<file path="src/logic/dvm_pkg.sv">
// Constants shared by the voltmeter count, latch and display logic
package dvm_pkg;
  // ****************************************************
  // Counter chain figures
  // ****************************************************
  localparam int NUM_DECADES = 4;           // Full BCD decades below the half decade
  localparam int NUM_DIGITS = 5;            // Displayed digits, half decade included
  localparam logic [3:0] BCD_MAX = 4'h9;    // Highest value of one decade
  localparam logic [1:0] PRESET_HALF = 2'h3; // Half decade after preset, count 30,000
  localparam logic [3:0] PAUSE_COUNTS = 4'ha; // Count clock edges held at zero
  // ****************************************************
  // Input synchroniser bit positions
  // ****************************************************
  localparam int SY_CC = 0;                 // Count clock
  localparam int SY_PRESET = 1;             // Preset, active low
  localparam int SY_TRANS = 2;              // Transfer strobe
  localparam int SY_BLANK = 3;              // Blank, active low
  localparam int SY_STEP = 4;               // Digit step
  localparam int SY_FB = 5;                 // Zero blank feedback
  localparam int SY_W = 6;                  // Synchroniser width
  // ****************************************************
  // Scan limit and reset values
  // ****************************************************
  localparam logic [2:0] SCAN_LAST = 3'h4;  // Last scan position before wrap
  localparam logic [2:0] FB_POS_RESET = 3'h4; // No leading blanking until fed back
  localparam logic [SY_W-1:0] SY_RESET = 6'h0e; // Idle levels: preset, transfer, blank high
endpackage : dvm_pkg

</file>
<file path="src/logic/dvm_count_latch_mux.sv">
// Voltmeter counter chain, transfer latches and multiplexed display drive
//
// Contract
// RULE_01 - Four and a half decade BCD counter
// RULE_02 - Divide by hundred output gated with clock
// RULE_03 - Preset low loads 30,000 next edge
// RULE_04 - Hold ten edges after wrapping to zero
// RULE_05 - Transfer copies count; display shows latches only
// RULE_06 - Only one transfer accepted per cycle
// RULE_07 - Half decade flags encode integration phase
// RULE_08 - Latched high flag drives over-range output
// RULE_09 - Thousands first bit gives under-range indication
// RULE_10 - Selected latched decade on four BCD outputs
// RULE_11 - One hot digit select outputs
// RULE_12 - Step input advances scan independently
// RULE_13 - Feedback blanks leading zeros above decade
// RULE_14 - Blank low forces digit selects low
// RULE_15 - Test pin tied high by board
// RULE_16 - Transfer arms on fall, stores on clock low
// RULE_17 - Once flag cleared only at terminal count
// RULE_18 - Scan wraps to first decade after fifth
`timescale 1ns/10ps
module dvm_count_latch_mux
  import dvm_pkg::*;
(
  input wire logic mclk,                 // System clock, 20 MHz
  input wire logic rst,                  // Asynchronous reset, active high
  input wire logic count_clock,          // Count clock pin
  input wire logic preset_n,             // Master preset, active low
  input wire logic transfer_in,          // Transfer strobe, falling edge
  input wire logic blank_n,              // Display blank, active low
  input wire logic step_in,              // Digit scan step
  input wire logic zero_blank_feedback,  // Fed back digit select
  output logic div100_out,               // One pulse per hundred counts
  output logic div2000_out,              // Thousands decade first bit
  output logic half_decade_flag_low,     // First phase flag
  output logic half_decade_flag_high,    // Second phase flag
  output logic latched_overrange_flag,   // Latched second phase flag
  output logic bcd_weight_one,           // BCD bit of weight 1
  output logic bcd_weight_two,           // BCD bit of weight 2
  output logic bcd_weight_four,          // BCD bit of weight 4
  output logic bcd_weight_eight,         // BCD bit of weight 8
  output logic digit_select_first,       // Lowest decade shown
  output logic digit_select_second,      // Second decade shown
  output logic digit_select_third,       // Third decade shown
  output logic digit_select_fourth,      // Fourth decade shown
  output logic digit_select_fifth        // Half decade shown
);

  // ****************************************************
  // State
  // ****************************************************
  typedef struct packed {
    logic [SY_W-1:0] sy1;                // First synchroniser stage
    logic [SY_W-1:0] sy2;                // Second synchroniser stage
    logic [SY_W-1:0] prv;                // Previous synchronised level
    logic [NUM_DECADES-1:0][3:0] dig;    // Live decades
    logic [1:0] half;                    // Live half decade
    logic [3:0] pause;                   // Remaining pause edges
    logic armed;                         // Transfer armed
    logic once;                          // Transfer taken this cycle
    logic [NUM_DIGITS-1:0][3:0] lat;     // Latched digits
    logic [2:0] scan;                    // Scan position
    logic [2:0] fb_pos;                  // Decade wired to feedback
    logic div100;                        // Divide by hundred output
    logic div2000;                       // Divide by 2,000 output
    logic flag_lo;                       // Phase flag one
    logic flag_hi;                       // Phase flag two
    logic ovr;                           // Over-range output
    logic [3:0] bcd;                     // BCD outputs
    logic [NUM_DIGITS-1:0] dsel;         // Digit select outputs
  } dvm_state_s;

  dvm_state_s s_ff;                      // Registered state
  dvm_state_s nxt_s;                     // Next state

  // Edge events from synchronised inputs
  logic cc_rise;
  logic cc_fall;
  logic tr_fall;
  logic st_rise;
  logic at_top;
  logic cnt_go;                          // Count rise that advances the chain
  logic term_cnt;                        // Advance from 39,999 to 00,000

  assign cc_rise = s_ff.sy2[SY_CC] & ~s_ff.prv[SY_CC];
  assign cc_fall = ~s_ff.sy2[SY_CC] & s_ff.prv[SY_CC];
  assign tr_fall = ~s_ff.sy2[SY_TRANS] & s_ff.prv[SY_TRANS];
  assign st_rise = s_ff.sy2[SY_STEP] & ~s_ff.prv[SY_STEP];
  // Count 39,999: next edge is the terminal count
  assign at_top = (s_ff.half == PRESET_HALF) && (s_ff.dig == {NUM_DECADES{BCD_MAX}});
  // Rise that is neither a preset nor held by the pause
  assign cnt_go = cc_rise && s_ff.sy2[SY_PRESET] && (s_ff.pause == 4'h0);
  assign term_cnt = cnt_go && at_top;

  // ****************************************************
  // Leading zero test
  // ****************************************************
  // True when digit idx and all above it are zero and idx is above feedback
  function automatic logic lz_blank(input logic [NUM_DIGITS-1:0][3:0] lat,
                                    input logic [2:0] fb, input int idx);
    logic z;
    z = (idx > int'(fb));
    for (int k = 0; k < NUM_DIGITS; k++) begin
      if (k >= idx && lat[k] != 4'h0) begin
        z = 1'b0;
      end
    end
    return z;
  endfunction

  // ****************************************************
  // Next state
  // ****************************************************
  // All behaviour in one combinational process
  always_comb begin
    logic carry;
    carry = 1'b1;
    nxt_s = s_ff;
    // Two stage synchronisers plus edge history
    nxt_s.sy1 = {zero_blank_feedback, step_in, blank_n, transfer_in, preset_n, count_clock};
    nxt_s.sy2 = s_ff.sy1;
    nxt_s.prv = s_ff.sy2;
    // Counter chain on the count clock rising edge
    if (cc_rise) begin
      if (!s_ff.sy2[SY_PRESET]) begin
        nxt_s.dig = '0;                  // Load 30,000 [RULE_03]
        nxt_s.half = PRESET_HALF;
        nxt_s.pause = 4'h0;
      end else if (s_ff.pause != 4'h0) begin
        nxt_s.pause = s_ff.pause - 4'h1; // Hold at zero [RULE_04]
      end else begin
        // Ripple carry through the decades [RULE_01]
        for (int i = 0; i < NUM_DECADES; i++) begin
          if (carry) begin
            if (s_ff.dig[i] == BCD_MAX) begin
              nxt_s.dig[i] = 4'h0;
            end else begin
              nxt_s.dig[i] = s_ff.dig[i] + 4'h1;
              carry = 1'b0;
            end
          end
        end
        if (carry) begin
          nxt_s.half = s_ff.half + 2'h1;
        end
        if (at_top) begin
          nxt_s.pause = PAUSE_COUNTS;    // Start pause at 00,000 [RULE_04]
          nxt_s.once = 1'b0;             // Terminal count [RULE_17]
        end
      end
    end
    // Arm on a falling transfer unless already taken [RULE_16] [RULE_06]
    if (tr_fall && !s_ff.once) begin
      nxt_s.armed = 1'b1;
    end
    // Store when the count clock goes low [RULE_16] [RULE_05]
    if (cc_fall && s_ff.armed) begin
      for (int i = 0; i < NUM_DECADES; i++) begin
        nxt_s.lat[i] = s_ff.dig[i];
      end
      nxt_s.lat[NUM_DECADES] = {2'h0, s_ff.half};
      nxt_s.armed = 1'b0;
      nxt_s.once = 1'b1;                 // Set wins over clear [RULE_17]
    end
    // Scan counter on step, wrapping after fifth [RULE_12] [RULE_18]
    if (st_rise) begin
      nxt_s.scan = (s_ff.scan == SCAN_LAST) ? 3'h0 : s_ff.scan + 3'h1;
    end
    // Remember which decade is wired back, taken as the feedback rises [RULE_13]
    // Scan still names that decade; step period must exceed the sync lag
    if (s_ff.sy2[SY_FB] && !s_ff.prv[SY_FB]) begin
      nxt_s.fb_pos = s_ff.scan;
    end
    // Registered outputs
    nxt_s.div100 = s_ff.sy2[SY_CC] && (s_ff.dig[0] == BCD_MAX)
                   && (s_ff.dig[1] == BCD_MAX); // [RULE_02]
    nxt_s.div2000 = s_ff.dig[3][0];      // [RULE_09]
    nxt_s.flag_lo = s_ff.half[0];        // [RULE_07]
    nxt_s.flag_hi = s_ff.half[1];        // [RULE_07]
    nxt_s.ovr = s_ff.lat[NUM_DECADES][1]; // [RULE_08]
    nxt_s.bcd = s_ff.lat[s_ff.scan];     // [RULE_10]
    // One hot select, leading zero and blank gating [RULE_11] [RULE_13] [RULE_14]
    for (int i = 0; i < NUM_DIGITS; i++) begin
      nxt_s.dsel[i] = s_ff.sy2[SY_BLANK] && (s_ff.scan == 3'(i))
                      && !lz_blank(s_ff.lat, s_ff.fb_pos, i);
    end
  end

  // ****************************************************
  // State register
  // ****************************************************
  // Single register of the whole state
  always_ff @(posedge mclk or posedge rst) begin
    if (rst) begin
      s_ff <= '0;
      s_ff.sy1 <= SY_RESET;
      s_ff.sy2 <= SY_RESET;
      s_ff.prv <= SY_RESET;
      s_ff.fb_pos <= FB_POS_RESET;
    end else begin
      s_ff <= nxt_s;
    end
  end

  // ****************************************************
  // Outputs
  // ****************************************************
  assign div100_out = s_ff.div100;
  assign div2000_out = s_ff.div2000;
  assign half_decade_flag_low = s_ff.flag_lo;
  assign half_decade_flag_high = s_ff.flag_hi;
  assign latched_overrange_flag = s_ff.ovr;
  assign bcd_weight_one = s_ff.bcd[0];
  assign bcd_weight_two = s_ff.bcd[1];
  assign bcd_weight_four = s_ff.bcd[2];
  assign bcd_weight_eight = s_ff.bcd[3];
  assign digit_select_first = s_ff.dsel[0];
  assign digit_select_second = s_ff.dsel[1];
  assign digit_select_third = s_ff.dsel[2];
  assign digit_select_fourth = s_ff.dsel[3];
  assign digit_select_fifth = s_ff.dsel[4];
endmodule : dvm_count_latch_mux

</file>
<file path="config.mk">
export PLATFORM = sky130hd
export DESIGN_NAME = dvm_count_latch_mux
export DESIGN_NICKNAME = d
export VERILOG_FILES = /design/src/logic/dvm_pkg.sv /design/src/logic/dvm_count_latch_mux.sv
export SDC_FILE = /design/constraint.sdc
export NUM_CORES = 1
export LEC_CHECK = 0
export BUFFER_PORTS_ARGS = -buffer_cell sky130_fd_sc_hd__buf_4
export CAP_MARGIN = 0
export CORE_MARGIN = 1.5
export CORE_UTILIZATION = 45
export DETAILED_ROUTE_END_ITERATION = 12
export HOLD_SLACK_MARGIN = 0.08
export PLACE_DENSITY = 0.71
export REMOVE_ABC_BUFFERS = 1
export SLEW_MARGIN = 20
export SYNTH_ARGS = -nofsm -noshare
export SYNTH_HDL_FRONTEND = slang
export SYNTH_SLANG_ARGS = --single-unit
</file>
<file path="constraint.sdc">
create_clock -name mclk -period 2 [get_ports mclk]
set_clock_uncertainty 0.05 [all_clocks]
set_input_delay 0 -clock mclk [delete_from_list [all_inputs] [get_ports mclk]]
set_output_delay 0 -clock mclk [all_outputs]
set_load 0.1 [all_outputs]
</file>
# Word level (Yosys, flattened, before mapping)
# Cells that the tools add are included.
# classes
magnitude_cmp,5
n_bitwise,8
add_sub_neg,7
eq_ne,17
reduce_logical,38
mux,50
# ops
operator,n
$mux 22,2
$mux 4,10
$mux 1,34
$reduce_bool 4->1,5
$mux 18,1
$add 4x1->4 const B,4
$eq 16x16->1 const B,1
$eq 4x4->1 const B,4
$logic_and 1x1->1,15
$bmux 4 s3,1
$reduce_and 3->1,4
$ne 2x1->1 const B,5
$reduce_bool 2->1,4
$eq 3x2->1 const B,2
$gt 2x3->1 const A,2
$logic_not 1->1,6
$and 1x1->1,4
$lt 3x4->1 const B,1
$not 1->1,4
$reduce_and 2->1,2
$reduce_and 4->1,1
$sub 4x1->4 const B,1
$add 3x1->3 const B,1
$eq 3x1->1 const B,1
10 further kinds,10
# word_totals
input_bits,8
wordCells,150
ff_bits,80
out_inout_bits,14

# Depth between registers and ports, before layout
# depth
depth_word,20
mapped_depth,7
mapped_depth_nobuf,6

# Worst setup path after synthesis
# OpenSTA, ideal clock, no wires.
# synth_timing
path_type,register to register
startpoint,reg s_ff[42] (netlist bit)
endpoint,reg s_ff (netlist bit nxt_s[12])
t_required_ns,1.819
period_less_slack_ns,1.910
path_slack_ns,0.090
arrival_ns,1.729
path_stages_with_launch,7
n_path_buf,0
setup_time_ns,0.131
cell_sequence,dfrtp_1 > inv_1 > ha_1 > or3b_4 > nor4_4 > mux2i_1 > o21ai_1
# synth_between
elab_chain_len,3
# synth_rtl
element,line,rtl
start: declaration,dvm_count_latch_mux.sv:74,dvm_state_s s_ff;
start signal: assignment,dvm_count_latch_mux.sv:202,s_ff <= nxt_s;
$reduce_bool 4->1,dvm_count_latch_mux.sv:130,end else if (s_ff.pause != 4'h0) begin
$ne 2x2->1 (no line),--,
$reduce_and 3->1 (no line),--,
# No other way between the ends.
# A chain may end at the register's enable or synchronous reset.

# Final worst setup path
# layout_timing
startpoint,reg s_ff[43] (netlist bit)
endpoint,reg s_ff (netlist bit nxt_s[12])
# The elaborated chain is that of the path after synthesis.

==> impl_metrics.json <==
{
  "power_leakage_nw": 1.94,
  "antenna_found_initial": 0,
  "maxCapViolCount": 0,
  "syn_inst": 299,
  "crit_fanout": 6,
  "initial_utilization": 0.471,
  "setup-tns-final_ns": 0,
  "synth_area_leaders": "dfrtp_1, dfstp_2, ha_1",
  "synth_common_cells": "dfrtp_1, nand2_1, o21ai_0",
  "fin_crit_ns": 2.00,
  "drtPass1Iterations": 5,
  "drtIter0Drc": 139,
  "final-instance-count-excl-fill": 451,
  "fmax_mhz": 500,
  "powerDensity_nw_per_um2": 1100,
  "fill_cells": 634,
  "synth_edf_count": 0,
  "synthToLayoutAreaGrowth_pct": 20.2,
  "min_path_type": "input port to flip-flop",
  "synth-seq-area-share": 0.565,
  "clock-sinks": 78,
  "gp_congestion": 0.849,
  "synthesis.area_um2": 3470,
  "largest-register": "s_ff",
  "vdd_drop_max_v": 0.000667,
  "drive_above_1_share": 0.264,
  "final-hold-violation-count": 0,
  "start_kind": "flip-flop",
  "post-route-period-util": 0.999,
  "cts_buffers": 9,
  "coreArea_um2": 7370,
  "boundaryPins": 22,
  "via_per_inst": 5.49,
  "antenna_left": 0,
  "clkTransAtPathRegs_ns": 0.08,
  "detail_route.wl_per_cell_um": 15.5,
  "nNetsFinal": 371,
  "clockBufferDepth": 2,
  "first_global_vias": 2465,
  "stdcell_area_um2": 4170,
  "synth_most_common_cell": "dfrtp_1",
  "syn_area_per_cell_um2": 11.6,
  "final-setup-viol-count": 0,
  "fp.dieArea_um2": 8250,
  "drc_errors": 0,
  "vias": 2474,
  "clock_latency_ns": 0.35,
  "final_util": 0.566,
  "worst_pin_slew_ns": 0.776,
  "die_x_um": 90.8,
  "synth_async_sr_flop_share": 1.00,
  "synth-main-ff-cell": "dfrtp_1",
  "antenna_cells": 0,
  "place_area_um2": 3830,
  "wl_mm": 6.99,
  "die_h_um": 90.8,
  "cp.arrival_ns": 2.18,
  "rsz0062_at_grt": "yes",
  "grt_pass1_wl_mm": 11.8,
  "core.rowCount": 31,
  "synth_top_area_frac": 0.505,
  "largest_register_ff_count": 48,
  "track_usage": 0.183,
  "post-synth-top-area-cell": "dfrtp_1",
  "grt_max_degree": 46,
  "dpl.cell_count": 423,
  "worst_hold_slack_ns": 0.246,
  "htree_levels": 3,
  "worstSetupEndpointType": "flip-flop",
  "grt-ovfl-total": 0,
  "ys_warn_count": 0,
  "critPathKind": "flip-flop to flip-flop",
  "cts-root-buf": "clkbuf_8",
  "synthDistinctLibCells": 49,
  "ys_seq_elements": 78,
  "numPortBuffers": 21,
  "worstPathRequired_ns": 2.18,
  "status": "finished, final reports clean",
  "slew-limit-headroom": 0.482,
  "slew_viol_final": 0,
  "cts_tree": "yes",
  "hpwl_mm": 4.82
}
[path summary, 6_finish.rpt]
kind	slack, ns	end	cells past startpoint	startpoint
worst max-delay path	0.002	nxt_s[12]$_DFFE_PP0P_	7	s_ff[43]$_DFFE_PP0P_
worst min-delay path	0.25	nxt_s[74]$_DFF_PP0_	2	step_in
worst max register to register	0.002	nxt_s[12]$_DFFE_PP0P_	7	s_ff[43]$_DFFE_PP0P_
worst min register to register	0.30	nxt_s[69]$_DFF_PP0_	0	nxt_s[75]$_DFF_PP0_
max in group asynchronous	1.02	nxt_s[11]$_DFFE_PP0P_	4	rst
min in group asynchronous	0.28	s_ff[54]$_DFFE_PP0P_	3	rst
[per-stage QoR]
| step | setup WS [ns] | power (mW) |
|---|---|---|
| after global placement | 0.0298 | 3.37 |
| after detailed placement | -0.0676 | 3.41 |
| final | 0.00179 | 4.60 |
| after floorplan | -0.0583 | 3.04 |
| after CTS | 0.0214 | 4.61 |
| after global routing | -0.0397 | 4.86 |
[critical path, stage by stage (launching register included)]
cell and delay (ns):
dfrtp_1 0.41, inv_2 0.10, ha_4 0.14, or3b_4 0.41, nor4_4 0.31, buf_4 0.20, mux2i_1 0.19, o21ai_1 0.07
[kinds of logic after synthesis]
group | after synthesis | share of synthesized area
AND/OR/NAND/NOR | 107 | 0.174
flip-flops | 78 | 0.565
AO/OA/AOI/OAI | 53 | 0.0970
buffers and inverters | 24 | 0.0263
multiplexers | 21 | 0.0797
adder cells (fa/ha/maj) | 16 | 0.0577
[area by class of cell]
cell class                      instances  area (µm²)  share of cell area
Sequential cell                        78        1960               0.470
Multi-Input combinational cell        197        1450               0.348
Timing Repair Buffer                   46         375              0.0900
Clock buffer                           11         141              0.0339
Tap cell                               99         124              0.0297
Clock inverter                          5        58.8              0.0141
Inverter                               15        57.6              0.0138
[power by group]
part	total, mW	internal [mW]	switching, mW
Sequential	2.13	1.87	0.266
Clock	1.18	0.611	0.572
Combinational	1.28	0.461	0.818
[layer usage]
layer | up-vias | global-route usage | part of all wire
met5 | - | 0 | 0
met2 | 74 | 0.285 | 0.47
met4 | 0 | 0.0755 | 0.014
met1 | 1218 | 0.242 | 0.47
met3 | 8 | 0.0497 | 0.050
li1 | 1174 | - | -
[repair_timing]
item / 4_1_cts / 5_1_grt
hold endpoints to repair: 41 / 0
setup endpoints to repair: 4 / 14
buffers inserted: 0 / 5
pin swaps: 1 / 1
gates resized for setup: 0 / 7
hold buffers: 7 / 0
[placed cells by master (no fill, tap or decap), drive strengths merged, types with 3 or more instances in the layout]
cell and count:
buf 39, a31oi 5, mux2i 4, mux4 4
nor3 11, nand3 12, nand3b 5, clkbuf 11
nand2 31, nor2b 3, o21ai 22, o31ai 4
nand4 5, and3b 3, nand2b 3, clkinv 3
dfstp 8, nor2 10, nor3b 4, or4 4
dfrtp 70, a21oi 7, nor4 5, inv 14
ha 16, and2 3, dlygate4sd3 7, mux2 13
a21o 5
Power figures use the tool's default switching activity.
